**src/design/canrx_pkg.sv**
```systemverilog
// constants, register map and helper functions of the can receive block
package canrx_pkg;

  // ==========================================================================
  // sizes
  localparam int QUEUE_BYTES = 64;
  localparam int PTR_W       = 6;
  localparam int WIN_BYTES   = 13;

  localparam logic [3:0] STD_DESC_LEN   = 4'h3;
  localparam logic [3:0] EXT_DESC_LEN   = 4'h5;
  localparam logic [3:0] MAX_DATA_BYTES = 4'h8;

  // ==========================================================================
  // register indices; byte address is four times the index
  localparam logic [7:0] IDX_MODE              = 8'h00;
  localparam logic [7:0] IDX_CMD               = 8'h01;
  localparam logic [7:0] IDX_STATUS            = 8'h02;
  localparam logic [7:0] IDX_INT               = 8'h03;
  localparam logic [7:0] IDX_INT_EN            = 8'h04;
  localparam logic [7:0] IDX_RX_FRAME_INFO     = 8'h10;
  localparam logic [7:0] IDX_RX_IDENTIFIER_1   = 8'h11;
  localparam logic [7:0] IDX_RX_IDENTIFIER_2   = 8'h12;
  localparam logic [7:0] IDX_RX_IDENTIFIER_3   = 8'h13;
  localparam logic [7:0] IDX_RX_IDENTIFIER_4   = 8'h14;
  localparam logic [7:0] IDX_WIN_LAST          = 8'h1c;
  localparam logic [7:0] IDX_MSG_COUNT         = 8'h1d;
  localparam logic [7:0] IDX_CODE0             = 8'h20;
  localparam logic [7:0] IDX_MASK0             = 8'h24;

  // ==========================================================================
  // field positions
  localparam int MODE_FILTER_BIT = 3;
  localparam int CMD_RELEASE_BIT = 2;
  localparam int CMD_CLR_OVR_BIT = 3;
  localparam int ST_RX_AVAIL_BIT = 0;
  localparam int ST_OVERRUN_BIT  = 1;
  localparam int ST_BUSY_BIT     = 4;
  localparam int INT_OVERRUN_BIT = 3;

  // ==========================================================================
  // reset values
  localparam logic [7:0] MODE_RESET = 8'h00;
  localparam logic [7:0] CODE_RESET = 8'h00;
  localparam logic [7:0] MASK_RESET = 8'hff;

  // ==========================================================================
  // data bytes actually carried: none for remote frames, never above eight
  function automatic logic [3:0] data_count(input logic       rtr,
                                            input logic [3:0] dlc);
    if (rtr) begin
      return 4'h0;
    end
    return (dlc > MAX_DATA_BYTES) ? MAX_DATA_BYTES : dlc;
  endfunction

  // bytes one message occupies in the queue, from its frame info byte
  function automatic logic [3:0] msg_len(input logic [7:0] info);
    logic [3:0] desc;
    desc = info[7] ? EXT_DESC_LEN : STD_DESC_LEN;
    return desc + data_count(info[6], info[3:0]);
  endfunction

endpackage

```
**src/design/canrx_filter.sv**
```systemverilog
// acceptance filter: single and dual filter modes, standard and extended
`timescale 1ns/1ns
`default_nettype none
module canrx_filter (
  input  wire logic        single_mode,
  input  wire logic        ext,
  input  wire logic        rtr,
  input  wire logic [3:0]  dlc,
  input  wire logic [28:0] id,
  input  wire logic [7:0]  data1,
  input  wire logic [7:0]  data2,
  input  wire logic [31:0] code,
  input  wire logic [31:0] mask,
  output logic             accept
);

  logic [3:0] nbytes;
  logic       s_std;
  logic       s_ext;
  logic       d_std1;
  logic       d_std2;
  logic       d_ext1;
  logic       d_ext2;
  logic [7:0] d1_dc;
  logic [7:0] d2_dc;

  // ==========================================================================
  // mask bit high means don't care; code byte 0 sits in bits 31:24
  assign nbytes = canrx_pkg::data_count(rtr, dlc);
  // missing data bytes never block a frame
  assign d1_dc  = (nbytes < 4'h1) ? 8'hff : 8'h00;
  assign d2_dc  = (nbytes < 4'h2) ? 8'hff : 8'h00;

  assign s_std = &(~({id[28:18], rtr, 4'h0, data1, data2} ^ code)
                   | mask | {16'h0000, d1_dc, d2_dc});
  assign s_ext = &(~({id, rtr, 2'b00} ^ code) | mask);

  // filter 1: id, rtr, data byte 1 split over the low nibbles of bytes 1, 3
  assign d_std1 = &(~({id[28:18], rtr, data1}
                      ^ {code[31:20], code[19:16], code[3:0]})
                    | {mask[31:20], mask[19:16] | d1_dc[3:0],
                       mask[3:0] | d1_dc[7:4]});
  assign d_std2 = &(~({id[28:18], rtr} ^ {code[15:8], code[7:4]})
                    | {mask[15:8], mask[7:4]});
  assign d_ext1 = &(~(id[28:13] ^ code[31:16]) | mask[31:16]);
  assign d_ext2 = &(~(id[28:13] ^ code[15:0]) | mask[15:0]);

  assign accept = single_mode ? (ext ? s_ext : s_std)
                              : (ext ? (d_ext1 | d_ext2) : (d_std1 | d_std2));

endmodule
`default_nettype wire

```
**src/design/canrx_desc.sv**
```systemverilog
// packs a received frame into the byte layout of the receive buffer
`timescale 1ns/1ns
`default_nettype none
module canrx_desc (
  input  wire logic        ext,
  input  wire logic        rtr,
  input  wire logic [3:0]  dlc,
  input  wire logic [28:0] id,
  input  wire logic [63:0] data,
  output logic [103:0]     msg_bytes,
  output logic [3:0]       len
);

  logic [7:0] b [canrx_pkg::WIN_BYTES];
  logic [3:0] nbytes;
  logic [3:0] base;

  assign nbytes = canrx_pkg::data_count(rtr, dlc);
  assign base   = ext ? canrx_pkg::EXT_DESC_LEN : canrx_pkg::STD_DESC_LEN;
  assign len    = base + nbytes;

  always_comb begin
    for (int k = 0; k < canrx_pkg::WIN_BYTES; k++) begin
      b[k] = 8'h00;
    end
    b[0] = {ext, rtr, 2'b00, dlc};
    b[1] = id[28:21];
    if (ext) begin
      b[2] = id[20:13];
      b[3] = id[12:5];
      b[4] = {id[4:0], rtr, 2'b00};
    end else begin
      b[2] = {id[20:18], rtr, 4'h0};
    end
    // data byte 1 at index 3 (standard) or 5 (extended)
    for (int k = 0; k < 8; k++) begin
      if (4'(k) < nbytes) begin
        b[4'(k) + base] = data[63 - 8 * k -: 8];
      end
    end
    for (int k = 0; k < canrx_pkg::WIN_BYTES; k++) begin
      msg_bytes[8 * k +: 8] = b[k];
    end
  end

endmodule
`default_nettype wire

```
**src/design/canrx_top.sv**
```systemverilog
// receive buffer, message queue and acceptance filter behind ahb-lite
`timescale 1ns/1ns
`default_nettype none
module canrx_top (
  input  wire logic        hclk,
  input  wire logic        hresetn,
  input  wire logic        hsel,
  input  wire logic [31:0] haddr,
  input  wire logic [1:0]  htrans,
  input  wire logic        hwrite,
  input  wire logic [2:0]  hsize,
  input  wire logic [31:0] hwdata,
  input  wire logic        hready,
  output logic             hreadyout,
  output logic             hresp,
  output logic [31:0]      hrdata,
  input  wire logic        rx_start,
  input  wire logic        rx_ext,
  input  wire logic        rx_rtr,
  input  wire logic [3:0]  rx_dlc,
  input  wire logic [28:0] rx_id,
  input  wire logic        rx_bit_valid,
  input  wire logic        rx_bit,
  input  wire logic        rx_done,
  input  wire logic [28:0] tx_id,
  output logic             own_wins,
  output logic             overrun_irq
);

  localparam int PW = canrx_pkg::PTR_W;

  typedef enum logic [0:0] {
    CANRX_IDLE  = 1'b0,
    CANRX_WRITE = 1'b1
  } canrx_state_t;

  // ==========================================================================
  // storage and state
  logic [7:0]   ram [canrx_pkg::QUEUE_BYTES];
  canrx_state_t state_ff;
  logic [PW-1:0] wr_ptr_ff;
  logic [PW-1:0] rd_ptr_ff;
  logic [PW:0]   used_ff;
  logic [4:0]    count_ff;
  logic [3:0]    idx_ff;
  logic [3:0]    len_ff;
  logic [103:0]  stage_ff;
  logic          rx_ext_ff;
  logic          rx_rtr_ff;
  logic [3:0]    rx_dlc_ff;
  logic [28:0]   rx_id_ff;
  logic [63:0]   rx_data_ff;
  logic [6:0]    bitcnt_ff;
  logic [7:0]    mode_ff;
  logic [7:0]    int_en_ff;
  logic [31:0]   code_ff;
  logic [31:0]   mask_ff;
  logic          ovr_st_ff;
  logic          ovr_int_ff;
  logic          own_wins_ff;
  logic [31:0]   hrdata_ff;
  logic          wr_pend_ff;
  logic [7:0]    wr_idx_ff;

  logic [103:0]  msg_bytes;
  logic [3:0]    msg_len;
  logic          accept;
  logic [PW:0]   free_bytes;
  logic          take;
  logic          take_rd;
  logic [7:0]    a_idx;
  logic          cmd_wr;
  logic          release_go;
  logic [3:0]    rel_len;
  logic          commit;
  logic          ovr_event;
  logic          done_go;
  logic [7:0]    rd_val;
  logic [PW-1:0] win_addr;

  // ==========================================================================
  // frame packing and acceptance
  canrx_desc u_desc (
    .ext       (rx_ext_ff),
    .rtr       (rx_rtr_ff),
    .dlc       (rx_dlc_ff),
    .id        (rx_id_ff),
    .data      (rx_data_ff),
    .msg_bytes (msg_bytes),
    .len       (msg_len)
  );

  canrx_filter u_filter (
    .single_mode (mode_ff[canrx_pkg::MODE_FILTER_BIT]),
    .ext         (rx_ext_ff),
    .rtr         (rx_rtr_ff),
    .dlc         (rx_dlc_ff),
    .id          (rx_id_ff),
    .data1       (rx_data_ff[63:56]),
    .data2       (rx_data_ff[55:48]),
    .code        (code_ff),
    .mask        (mask_ff),
    .accept      (accept)
  );

  // ==========================================================================
  // ahb-lite decode; zero wait states, always okay
  assign hreadyout = 1'b1;
  assign hresp     = 1'b0;
  assign hrdata    = hrdata_ff;
  assign take      = hsel & htrans[1] & hready;
  assign take_rd   = take & ~hwrite;
  assign a_idx     = haddr[9:2];
  assign cmd_wr    = wr_pend_ff & (wr_idx_ff == canrx_pkg::IDX_CMD);

  always_ff @(posedge hclk or negedge hresetn) begin
    if (!hresetn) begin
      wr_pend_ff <= 1'b0;
      wr_idx_ff  <= 8'h00;
    end else begin
      wr_pend_ff <= take & hwrite;
      wr_idx_ff  <= a_idx;
    end
  end

  // the window reads the oldest message, wrapping at the queue end
  assign win_addr = rd_ptr_ff + PW'(a_idx - canrx_pkg::IDX_RX_FRAME_INFO);

  always_comb begin
    rd_val = 8'h00;
    if (a_idx >= canrx_pkg::IDX_RX_FRAME_INFO &&
        a_idx <= canrx_pkg::IDX_WIN_LAST) begin
      if (count_ff != 5'h00) begin
        rd_val = ram[win_addr];
      end
    end else if (a_idx >= canrx_pkg::IDX_CODE0 &&
                 a_idx < canrx_pkg::IDX_MASK0) begin
      rd_val = code_ff[8 * (3 - int'(a_idx[1:0])) +: 8];
    end else if (a_idx >= canrx_pkg::IDX_MASK0 &&
                 a_idx < canrx_pkg::IDX_MASK0 + 8'h04) begin
      rd_val = mask_ff[8 * (3 - int'(a_idx[1:0])) +: 8];
    end else begin
      case (a_idx)
        canrx_pkg::IDX_MODE:      rd_val = mode_ff;
        canrx_pkg::IDX_INT_EN:    rd_val = int_en_ff;
        canrx_pkg::IDX_MSG_COUNT: rd_val = {3'b000, count_ff};
        canrx_pkg::IDX_STATUS: begin
          rd_val[canrx_pkg::ST_RX_AVAIL_BIT] = (count_ff != 5'h00);
          rd_val[canrx_pkg::ST_OVERRUN_BIT]  = ovr_st_ff;
          rd_val[canrx_pkg::ST_BUSY_BIT]     = (state_ff == CANRX_WRITE);
        end
        canrx_pkg::IDX_INT: rd_val[canrx_pkg::INT_OVERRUN_BIT] = ovr_int_ff;
        default: rd_val = 8'h00;
      endcase
    end
  end

  // read data is captured in the address phase so it is a flop output
  always_ff @(posedge hclk or negedge hresetn) begin
    if (!hresetn) begin
      hrdata_ff <= 32'h0000_0000;
    end else if (take_rd) begin
      hrdata_ff <= {24'h00_0000, rd_val};
    end
  end

  // ==========================================================================
  // software registers
  always_ff @(posedge hclk or negedge hresetn) begin
    if (!hresetn) begin
      mode_ff   <= canrx_pkg::MODE_RESET;
      int_en_ff <= 8'h00;
      code_ff   <= {4{canrx_pkg::CODE_RESET}};
      mask_ff   <= {4{canrx_pkg::MASK_RESET}};
    end else if (wr_pend_ff) begin
      if (wr_idx_ff == canrx_pkg::IDX_MODE) begin
        mode_ff <= hwdata[7:0];
      end
      if (wr_idx_ff == canrx_pkg::IDX_INT_EN) begin
        int_en_ff <= hwdata[7:0];
      end
      if (wr_idx_ff >= canrx_pkg::IDX_CODE0 &&
          wr_idx_ff < canrx_pkg::IDX_MASK0) begin
        code_ff[8 * (3 - int'(wr_idx_ff[1:0])) +: 8] <= hwdata[7:0];
      end
      if (wr_idx_ff >= canrx_pkg::IDX_MASK0 &&
          wr_idx_ff < canrx_pkg::IDX_MASK0 + 8'h04) begin
        mask_ff[8 * (3 - int'(wr_idx_ff[1:0])) +: 8] <= hwdata[7:0];
      end
    end
  end

  // ==========================================================================
  // frame capture from the bit stream processor
  always_ff @(posedge hclk or negedge hresetn) begin
    if (!hresetn) begin
      rx_ext_ff  <= 1'b0;
      rx_rtr_ff  <= 1'b0;
      rx_dlc_ff  <= 4'h0;
      rx_id_ff   <= 29'h0000_0000;
      rx_data_ff <= 64'h0000_0000_0000_0000;
      bitcnt_ff  <= 7'h00;
    end else if (rx_start) begin
      rx_ext_ff  <= rx_ext;
      rx_rtr_ff  <= rx_rtr;
      rx_dlc_ff  <= rx_dlc;
      rx_id_ff   <= rx_id;
      rx_data_ff <= 64'h0000_0000_0000_0000;
      bitcnt_ff  <= 7'h00;
    end else if (rx_bit_valid && !bitcnt_ff[6]) begin
      rx_data_ff[~bitcnt_ff[5:0]] <= rx_bit;
      bitcnt_ff                   <= bitcnt_ff + 7'h01;
    end
  end

  // lower value has more leading dominant bits and so wins
  always_ff @(posedge hclk or negedge hresetn) begin
    if (!hresetn) begin
      own_wins_ff <= 1'b0;
    end else begin
      own_wins_ff <= (tx_id < rx_id_ff);
    end
  end
  assign own_wins = own_wins_ff;

  // ==========================================================================
  // queue writer; room is judged before any byte goes in, so a message
  // that does not fit is dropped whole and the write pointer never moves
  assign free_bytes = 7'(canrx_pkg::QUEUE_BYTES) - used_ff;
  assign done_go    = rx_done & (state_ff == CANRX_IDLE) & accept;
  assign ovr_event  = done_go & ({3'b000, msg_len} > free_bytes);
  assign commit     = (state_ff == CANRX_WRITE) & (idx_ff == len_ff - 4'h1);

  always_ff @(posedge hclk or negedge hresetn) begin
    if (!hresetn) begin
      state_ff <= CANRX_IDLE;
      idx_ff   <= 4'h0;
      len_ff   <= 4'h0;
      stage_ff <= 104'h0;
    end else begin
      case (state_ff)
        CANRX_IDLE: begin
          if (done_go && !ovr_event) begin
            state_ff <= CANRX_WRITE;
            idx_ff   <= 4'h0;
            len_ff   <= msg_len;
            stage_ff <= msg_bytes;
          end
        end
        CANRX_WRITE: begin
          idx_ff <= idx_ff + 4'h1;
          if (commit) begin
            state_ff <= CANRX_IDLE;
          end
        end
        default: state_ff <= CANRX_IDLE;
      endcase
    end
  end

  always_ff @(posedge hclk) begin
    if (state_ff == CANRX_WRITE) begin
      ram[wr_ptr_ff + PW'(idx_ff)] <= stage_ff[8 * idx_ff +: 8];
    end
  end

  // ==========================================================================
  // pointers, fill level and message count
  assign rel_len    = canrx_pkg::msg_len(ram[rd_ptr_ff]);
  assign release_go = cmd_wr & hwdata[canrx_pkg::CMD_RELEASE_BIT] &
                      (count_ff != 5'h00);

  always_ff @(posedge hclk or negedge hresetn) begin
    if (!hresetn) begin
      wr_ptr_ff <= '0;
      rd_ptr_ff <= '0;
      used_ff   <= '0;
      count_ff  <= 5'h00;
    end else begin
      if (commit) begin
        wr_ptr_ff <= wr_ptr_ff + PW'(len_ff);
      end
      if (release_go) begin
        rd_ptr_ff <= rd_ptr_ff + PW'(rel_len);
      end
      used_ff  <= used_ff + (commit ? 7'(len_ff) : 7'h00)
                          - (release_go ? 7'(rel_len) : 7'h00);
      count_ff <= count_ff + (commit ? 5'h01 : 5'h00)
                           - (release_go ? 5'h01 : 5'h00);
    end
  end

  // ==========================================================================
  // overrun status and interrupt; a new overrun beats a clear or a read
  always_ff @(posedge hclk or negedge hresetn) begin
    if (!hresetn) begin
      ovr_st_ff  <= 1'b0;
      ovr_int_ff <= 1'b0;
    end else begin
      if (ovr_event) begin
        ovr_st_ff <= 1'b1;
      end else if (cmd_wr && hwdata[canrx_pkg::CMD_CLR_OVR_BIT]) begin
        ovr_st_ff <= 1'b0;
      end
      if (ovr_event && int_en_ff[canrx_pkg::INT_OVERRUN_BIT]) begin
        ovr_int_ff <= 1'b1;
      end else if (take_rd && a_idx == canrx_pkg::IDX_INT) begin
        ovr_int_ff <= 1'b0;
      end
    end
  end
  assign overrun_irq = ovr_int_ff;

  // hsize is not checked: every register answers as one whole word
  logic unused_ok;
  assign unused_ok = &{1'b0, hsize, haddr[31:10], haddr[1:0], hwdata[31:8]};

endmodule
`default_nettype wire

```
**config.mk**
```make
export PLATFORM = sky130hd
export DESIGN_NAME = canrx_top
export DESIGN_NICKNAME = d
export VERILOG_FILES = /design/src/design/canrx_pkg.sv /design/src/design/canrx_filter.sv /design/src/design/canrx_desc.sv /design/src/design/canrx_top.sv
export SDC_FILE = /design/constraint.sdc
export NUM_CORES = 1
export LEC_CHECK = 0
export BUFFER_PORTS_ARGS = -buffer_cell sky130_fd_sc_hd__buf_4
export CORE_ASPECT_RATIO = 0.7
export CORE_UTILIZATION = 50
export DETAILED_ROUTE_END_ITERATION = 16
export GPL_TIMING_DRIVEN = 0
export PLACE_DENSITY = 0.68
export SLEW_MARGIN = 20
export SYNTH_ARGS = -nofsm -noshare
export SYNTH_HDL_FRONTEND = slang
export SYNTH_HIERARCHICAL = 1
export SYNTH_SLANG_ARGS = --single-unit
```
**constraint.sdc**
```tcl
create_clock -name hclk -period 5.8 [get_ports hclk]
set_input_delay 0.29 -clock hclk [delete_from_list [all_inputs] [get_ports hclk]]
set_output_delay 0.29 -clock hclk [all_outputs]
set_load 0.1 [all_outputs]
```
-- Word level (Yosys, flattened, before mapping)
Memories as Yosys holds them, arrays and structs flattened.
Cells that the tools add are included.
- register bits: 343
- bits in writable memories: 512
- logic and storage cells: 270
- memories kept: 1
- add/sub/neg operators: 25
- $lt $le $gt $ge: 42
- equality and inequality tests: 8
- shifts and indexed selects: 5
- multiplexer cells: 82
- bitwise logic cells: 45
- reductions and logical operators: 38
- memory list (name ; depth ; bits a word ; read ports ; clocked after Yosys merged registers in ; write ports ; RTL line ; source):
    ram ; 64 ; 8 ; 2 ; 0 ; 1 ; canrx_top.sv:39 ; logic [7:0] ram [canrx_pkg::QUEUE_BYTES];
- operators by type and width (operator ; number):
    $bwmux 104 ; 8
    $mux 104 ; 8
    $demux 8 s4 ; 8
    $mux 64 ; 2
    $mux 8 ; 14
    $shiftx 104x8->8 ; 1
    $bwmux 32 ; 2
    $bwmux 64 ; 1
    $not 32->32 ; 2
    $or 32x32->32 ; 2
    $reduce_and 32->1 ; 2
    $shiftx 32x6->8 ; 2
    $xor 32x32->32 ; 2
    $ge 5x5->1 const B ; 8
    $lt 5x1->1 const B ; 8
    $not 4->5 ; 8
    $mux 4 ; 9
    $neg 6->33 ; 1
    $shift 8x33->32 const A ; 1
    $shiftx 8x33->32 ; 1
    $ge 8x6->1 const B ; 4
    $lt 8x6->1 const B ; 4
    $not 16->16 ; 2
    $or 16x16->16 ; 2
    69 further kinds ; 143

-- Logic depth before layout (Yosys ltp)
Gate-level depths: netlist (run 1).
- depth in word-level cells: 22
- mapped depth: 26
- depth with buffers taken out: 22

-- Modules after synthesis
The synthesis (run 1) kept the hierarchy.
- by module, submodules not included (module ; times used ; cells an instance ; area each (sq um) ; seq. area each (sq um)):
    canrx_top ; 1 ; 2712 ; 40277.4 ; 23998.0
    canrx_filter ; 1 ; 151 ; 1094.8 ; 0.0
    canrx_desc ; 1 ; 151 ; 1041.0 ; 0.0

-- Worst setup path after synthesis (run 1)
No wires, ideal clock.
- path type: register to register
- start: register rd_ptr_ff[1]
- end: register used_ff[6]
- data arrival time: 4962 ps
- required time: 5720 ps
- setup slack: 758 ps
- stages on the path, launching flop included: 22
- cells stage by stage: dfrtp_1 clkbuf_1 clkbuf_1 clkbuf_1 mux4_2 mux4_2 mux4_2 and2_1 ha_1 and3_1 a21boi_1 a211o_1 a21oi_1 fa_1 inv_1 ha_1 inv_1 o21bai_1 a21oi_1 nor2_1 nor2_1 xnor2_1
- cells in the longest elaborated chain, start to end: 7
- ends and longest elaborated chain (element ; RTL line ; source):
    start: declaration ; canrx_top.sv:42 ; logic [PW-1:0] rd_ptr_ff;
    start signal: assignment ; canrx_top.sv:284 ; rd_ptr_ff <= rd_ptr_ff + PW'(rel_len);
    $mem_v2 64x8 (*) ; n/a ;
    $gt 4x4->1 ; canrx_pkg.sv:54 ; return (dlc > MAX_DATA_BYTES) ? MAX_DATA_BYTES : dlc;
    $mux 4 (2 in series) ; canrx_pkg.sv:54 ;
    $add 3x4->4 (*) ; canrx_pkg.sv:61 ; return desc + data_count(info[6], info[3:0]);
    $mux 4 (*) ; canrx_top.sv:287 ; - (release_go ? 7'(rel_len) : 7'h00);
    $sub 7x4->7 (*) ; canrx_top.sv:287 ;
    end signal: assignment ; canrx_top.sv:286 ; used_ff <= used_ff + (commit ? 7'(len_ff) : 7'h00)
    end: declaration ; canrx_top.sv:43 ; logic [PW:0] used_ff;
Every way passes the cells marked *; elsewhere a longest branch is shown, timed or not.
A chain may end at the register's enable or synchronous reset.

-- Worst setup path after layout (run 1)
Same ends and word-level chain as after synthesis.

==> results.yml, run 1 <==
clocking:
  insertion_delay_ps: 680
  cts_tree: "built"
  cts.sinks: 855
  clk_pin_slew_ps: 70
  htree_num_levels: 3
  cts-root-buf: "clkbuf_16"
  cts_buffers: 84
  cts_max_path_buffers: 3
logic_synthesis:
  synth-seq-cells: 855
  synth_cell_types: 72
  synth.area.mux_share_pct: 20.4
  synth_area_per_cell_sq_um: 14.1
  synthTopCellsByArea: "edfxtp_1 36%, dfrtp_1 18%, mux4_2 15%"
  async_reset_ff_share_pct: 40.1
  synth_edf_count: 512
  ys_warn_count: 6
  yosys.area.top_type: "edfxtp_1"
  yosys.area_share.xor_xnor_pct: 2.52
  syn_area_sq_mm: 0.0424
  synth_compound_area_share_pct: 7.40
  syn_inst: 3014
  synthSimpleGateAreaFrac_pct: 7.05
  synth-adder-area-share_pct: 2.83
  synth-main-ff-cell: "edfxtp_1"
  synth_top_family_by_area: "multiplexers"
  yosys.area.top_type_share_pct: 36.2
  synth-seq-area-share_pct: 56.6
drt:
  via_per_inst: 6.63
  drt-total-wl_um: 134000
  routedWlPerCell_um: 29.8
  ant_nets: 0
  first_iter_violations: 4844
  vias: 29738
  drc: 0
  drt_pass1_iterations: 8
worst_hold_path:
  hold_path.class: "input pin to flop"
  hold_path.startpoint: "tx_id[27]"
  holdPathEnd: "own_wins$_DFF_PN0_"
  hold_depth: 5
setup_path:
  reg2reg_depth: 21
  crit_path_end_kind: "flop"
  critical_path_class: "flop to flop"
  required_ps: 6320
  worst_ep_arrival_time_ps: 6120
  r2r_slack_ps: 210
  critPathLaunchType: "flop"
  timing.rr.end: "used_ff[6]$_DFF_PN0_"
  crit_start: "rd_ptr_ff[1]$_DFFE_PN0P_"
  cp_max_fo: 10
  crit-reg2reg-launch: "rd_ptr_ff[1]$_DFFE_PN0P_"
final_layout:
  layout_commonest_cell: "edfxtp_1"
  area_delta_synth_final_pct: 15.1
  nNetsFinal: 3529
  drive_gt1_share_pct: 25.0
  final_util_pct: 58.7
  register_area_sq_mm: 0.0240
  antenna_cells: 0
  final.fill_count: 6266
  final_area_sq_mm: 0.0488
  multi_input_comb_area_sq_mm: 0.0173
  most-common-layout-cells: "512 x edfxtp_1, 308 x dfrtp_1, 285 x nand2_1"
floorplan:
  placementRows: 88
  dieArea_sq_mm: 0.0860
  initial_core_util_pct: 51.0
  io_pins: 178
  core-area_sq_mm: 0.0831
  fp.dieW_um: 350
  die_h_um: 246
placement:
  globalplace.congestion: 0.986
  place_ws_ps: -1010
  dp_hpwl_um: 95000
  port_buffers: 95
  dpl_cell_area_sq_mm: 0.0453
timing:
  clock_skew_ps: 39.6
  hold_violations: 0
  maxSlewHeadroom_pct: 15.7
  fin_crit_sh_pct: 96.4
  whs_ps: 50.7
  drv_slew: 0
  tightest_slew_ps: 1260
  setup_ws_ps: 207
  max_freq_mhz: 179
  min_period_ps: 5590
  setup_violations: 0
grt:
  gr-usage-all-layers_pct: 31.1
  grt_overflow: 0
  grt_pass1_wl_um: 192000
  antenna_found_initial: 2
  grt_max_degree: 104
  grt_pass1_vias: 28493
pwr:
  power_leakage_nw: 18.2
  p_per_area_mw_per_mm2: 390
  ir_worst_vdd_uv: 317
status:
  outcome: "finished clean"
flow_run:
  cap_violations: 0
state kept, by name, summed over array words and instances, names as in the netlist, 8 cells and up:
signal      count
code_ff        32
hrdata          8
int_en_ff       8
mask_ff        32
mode_ff         8
ram           512
rx_data_ff     64
rx_id_ff       29
stage_ff      104
wr_idx_ff       8
stage by stage:
step / TNS [ps] / std cells / power, W
floorplan: 0 / 3039 / 0.0112
global route: -1.04 / 4487 / 0.0196
detailed placement: -4070 / 4278 / 0.0133
CTS: 0 / 4483 / 0.0190
finish: 0 / 4487 / 0.0190
global placement: -376370 / 4259 / 0.0127
area by class of cell:
| class | instances | share of cell area, % |
|---|---|---|
| clock inverter | 47 | 1.15 |
| clock buffer | 104 | 4.61 |
| tap | 1125 | 2.88 |
| timing repair buffer | 172 | 3.67 |
| inverter | 89 | 0.684 |
| multi-input combinational | 1879 | 35.5 |
| sequential | 855 | 49.2 |
| buffer | 216 | 2.30 |
metal layers:
metal  track usage [%]  vias to the layer above  share of wire (%)
li1                  -                    12042                  -
met1              46.9                    15168                 41
met2              42.4                     2247                 41
met3              10.6                      281                 15
met4              8.88                        0                2.9
met5                 0                        -                  0
kinds of logic (layout without fill, tap and decap cells):
logic type / count (synthesis) / in the layout
muxes: 498 / 498
DFF: 855 / 855
other: 3 / 28
xor gates and xnor gates: 122 / 122
adders and majority gates: 90 / 90
buffers and inverters: 305 / 628
AOI/OAI and AO/OA: 481 / 481
and+or+nand+nor: 660 / 660
cells in the mapped netlist, types with 16 or more instances:
cell / count
a211oi_1: 22
xnor2_1: 102
nand3_1: 51
a21oi_1: 91
dfrtp_1: 311
mux2_2: 139
mux2i_1: 81
o22ai_1: 35
and2_1: 24
nand2_1: 285
a22oi_1: 30
inv_1: 87
a21o_1: 23
nor3_1: 23
dfstp_2: 32
a22o_1: 82
nor2b_1: 25
buf_4: 35
edfxtp_1: 512
mux4_2: 278
o21ai_0: 136
clkbuf_1: 134
buf_2: 33
xor2_1: 20
nand4_1: 16
ha_1: 80
nor2_1: 158
how the worst max path moves through the flow:
stage	end	slack, ps	cells after the start
final	used_ff[6]$_DFF_PN0_	210	21
after global routing	used_ff[6]$_DFF_PN0_	-1	21
after CTS	used_ff[6]$_DFF_PN0_	4	24
after detailed placement	used_ff[6]$_DFF_PN0_	-1010	23
after global placement	ram[16][4]$_DFFE_PP_	-1140	5
after floorplan	used_ff[6]$_DFF_PN0_	760	21
power by group:
part / leakage (nW) / switching, W / internal, W
sequential: 8.97 / 0.000386 / 0.00801
clock: 1.38 / 0.00249 / 0.00315
combinational: 7.82 / 0.00316 / 0.00185
worst max-delay path: stages, from the launching register on:
cell	delay (ps)
dfrtp_2	440
clkbuf_2	220
buf_4	270
clkbuf_8	290
mux4_2	370
mux4_2	590
mux4_2	520
and2_1	180
ha_1	320
and3_1	180
a21boi_1	140
o211ai_1	280
a21oi_2	130
fa_1	530
inv_1	40
ha_1	300
inv_1	50
o21bai_1	210
a21oi_1	100
nor2_1	90
nor2_1	60
xnor2_1	120
timing repair:
item,CTS,global route
hold buffers,54,0
cloned,0,0
pin swaps,0,1
resized for setup,24,21
setup endpoints to repair,9,3
hold endpoints to repair,166,0
buffers inserted,0,2
No activity file was read; power rests on OpenSTA's default activity.
==> inputs of run 2 (changes only) <==
- CELL_PAD_IN_SITES_DETAIL_PLACEMENT: not set -> 1
- CELL_PAD_IN_SITES_GLOBAL_PLACEMENT: not set -> 1
- CTS_CLUSTER_SIZE: not set -> 12
- HOLD_SLACK_MARGIN: not set -> 0.02
- PLACE_DENSITY: 0.68 -> 0.78
==> run 2 against run 1 <==
  * Utilization about the same
  * Highest routed layer is now met5
  * Critical endpoint unchanged
  * First-iteration DRC count decreased by 13%
  * Register-to-register slack got worse by 120 ps
  * Die area did not move
  * Largest power group unchanged
  * Critical path type unchanged
==> results.yml, run 2 (synthesized netlist as in run 1, its figures left out) <==
timing:
  tns_ps: 0
  fin_crit_sh_pct: 98.4
  max_freq_mhz: 175
  clock_skew_ps: 30.8
  drv_slew: 0
  setup_violations: 0
  maxSlewHeadroom_pct: 17.0
  hold_violations: 0
  tightest_slew_ps: 1240
  min_period_ps: 5710
grt:
  grt_pass1_vias: 31037
  grt_overflow: 0
  gr-usage-all-layers_pct: 35.0
  grt_pass1_wl_um: 216000
  antenna_found_initial: 5
  grt_max_degree: 105
pwr:
  p_per_area_mw_per_mm2: 392
  power_leakage_nw: 18.2
  p_comb_share_pct: 27.0
  intPower_w: 0.0130
  p_switching_w: 0.00618
  ir_worst_vdd_uv: 240
  switching_share_pct: 32.3
  power_frac_clock_pct: 29.1
  p_seq_share_pct: 43.9
floorplan:
  dieArea_sq_mm: 0.0860
  fp.dieW_um: 350
  core-area_sq_mm: 0.0831
  die_h_um: 246
  io_pins: 178
  placementRows: 88
  initial_core_util_pct: 51.0
drt:
  ant_nets: 0
  drt-total-wl_um: 149000
  drc: 0
  drt_pass1_iterations: 7
  vias: 30128
  via_per_inst: 6.71
  first_iter_violations: 4212
  routedWlPerCell_um: 33.2
setup_path:
  critical-path-top-delay-family: "multiplexers"
  cpMostUsedCell: "mux4_2"
  cp_slowest_cell: "mux4_2"
  cp_max_fo: 10
  critPathLaunchType: "flop"
  worst_ep_arrival_time_ps: 6310
  r2r_slack_ps: 90
  path_buf_inv: 6
  slowest_delay_ps: 610
  crit_path_end_kind: "flop"
  path_cells: "buf_4 > buf_8 > buf_8 > mux4_2 > mux4_2 > mux4_2 > and2_1 > ha_1 > and3_1 > a21boi_1 > o211ai_1 > buf_4 > a21oi_4 > fa_1 > inv_1 > ha_1 > inv_1 > o21bai_1 > a21oi_1 > nor2_1 > nor2_1 > xnor2_1"
  required_ps: 6400
  critical_path_class: "flop to flop"
flow_run:
  cap_violations: 0
final_layout:
  most-common-layout-cells: "512 x edfxtp_1, 309 x dfrtp_1, 285 x nand2_1"
  layout_commonest_cell: "edfxtp_1"
  area_delta_synth_final_pct: 15.2
  largest_reg_flops: 512
  instances_no_fill: 4487
  final_util_pct: 58.8
  drive_gt1_share_pct: 24.9
  top_regs: "ram x512, stage_ff x104, rx_data_ff x64"
  top_register: "ram"
  nNetsFinal: 3535
clocking:
  cts_buffers: 88
  htree_num_levels: 3
  cts_max_path_buffers: 3
  cts-root-buf: "clkbuf_16"
  insertion_delay_ps: 690
  cts_tree: "built"
  cts.sinks: 855
  clk_pin_slew_ps: 70
status:
  outcome: "finished clean"
placement:
  globalplace.congestion: 0.985
  dp_hpwl_um: 107000
  port_buffers: 95
  dp_cells: 4278
worst_hold_path:
  hold_path.class: "input pin to flop"
## run 2: cell count changes in the layout (fill, tap and decap cells not counted), moves of 3 or more
cell / before / now
clkinv_2: 16 / 7
buf_4: 136 / 142
buf_8: 5 / 11
clkbuf_16: 85 / 90
buf_2: 28 / 24
bufinv_16: 8 / 4
clkbuf_1: 137 / 141
clkbuf_8: 6 / 10
nor2_2: 32 / 29
## run 2: worst register-to-register path, cell delays in order (launching register included)
cell and delay (ps):
dfrtp_1 410, buf_4 240, buf_8 230, buf_8 230, mux4_2 370, mux4_2 610
mux4_2 550, and2_1 190, ha_1 370, and3_1 190, a21boi_1 220, o211ai_1 140
buf_4 170, a21oi_4 270, fa_1 470, inv_1 80, ha_1 260, inv_1 80
o21bai_1 110, a21oi_1 160, nor2_1 50, nor2_1 130, xnor2_1 130
## run 2: metal layers
layer	routed length (um)	up-vias	share of wire (%)	global-route usage, %
met5	213	-	0.14	0.624
met4	3940	14	2.6	9.20
met3	19300	343	13	12.6
met2	63800	1906	43	50.2
met1	61800	15826	41	50.5
li1	-	12039	-	-
## run 2: metrics by stage
step	cell area, sq um	power [W]	setup WS, ps	hold slack [ps]
after floorplan	42500	0.0112	758	-5.59
after global placement	44600	0.0127	-1310	425
after detailed placement	45300	0.0135	-1560	283
after CTS	48700	0.0190	1.80	34.8
after global routing	48800	0.0196	-34.7	65.4
final	48800	0.0192	90.1	56.0
## run 2: final cells by class
type                            count  area, sq um
Tap cell                         1125         1410
Antenna cell                        2         5.00
Buffer                            214         1170
Sequential cell                   855        24000
Clock inverter                     26          267
Multi-Input combinational cell   1879        17400
Clock buffer                      121         2450
Timing Repair Buffer              176         1810
Fill cell                        7852        34300
Inverter                           89          334
## run 2: what timing repair did
item | 4_1_cts | 5_1_grt
pin swaps | 3 | 2
gates resized for setup | 46 | 29
setup endpoints to repair | 9 | 3
hold endpoints to repair | 167 | 0
buffers inserted | 0 | 7
hold buffers | 54 | 0
## run 2: power by group through the flow
stage	Combinational, W	Sequential, W	Clock [W]
detailed placement	0.00495	0.00850	0
finish	0.00517	0.00842	0.00558
floorplan	0.00263	0.00856	0
global route	0.00541	0.00845	0.00578
CTS	0.00501	0.00839	0.00559
global placement	0.00396	0.00872	0
## run 2: path summary, 6_finish.rpt
path,to,start,cells past startpoint
max in group asynchronous,code_ff[22]$_DFFE_PN0P_,hresetn,5
min in group asynchronous,rx_data_ff[38]$_DFFE_PN0P_,hresetn,2
setup / recovery,used_ff[6]$_DFF_PN0_,rd_ptr_ff[1]$_DFFE_PN0P_,22
setup reg to reg,used_ff[6]$_DFF_PN0_,rd_ptr_ff[1]$_DFFE_PN0P_,22
hold reg to reg,stage_ff[90]$_DFFE_PN0P_,stage_ff[90]$_DFFE_PN0P_,1
hold / removal,own_wins$_DFF_PN0_,tx_id[27],5
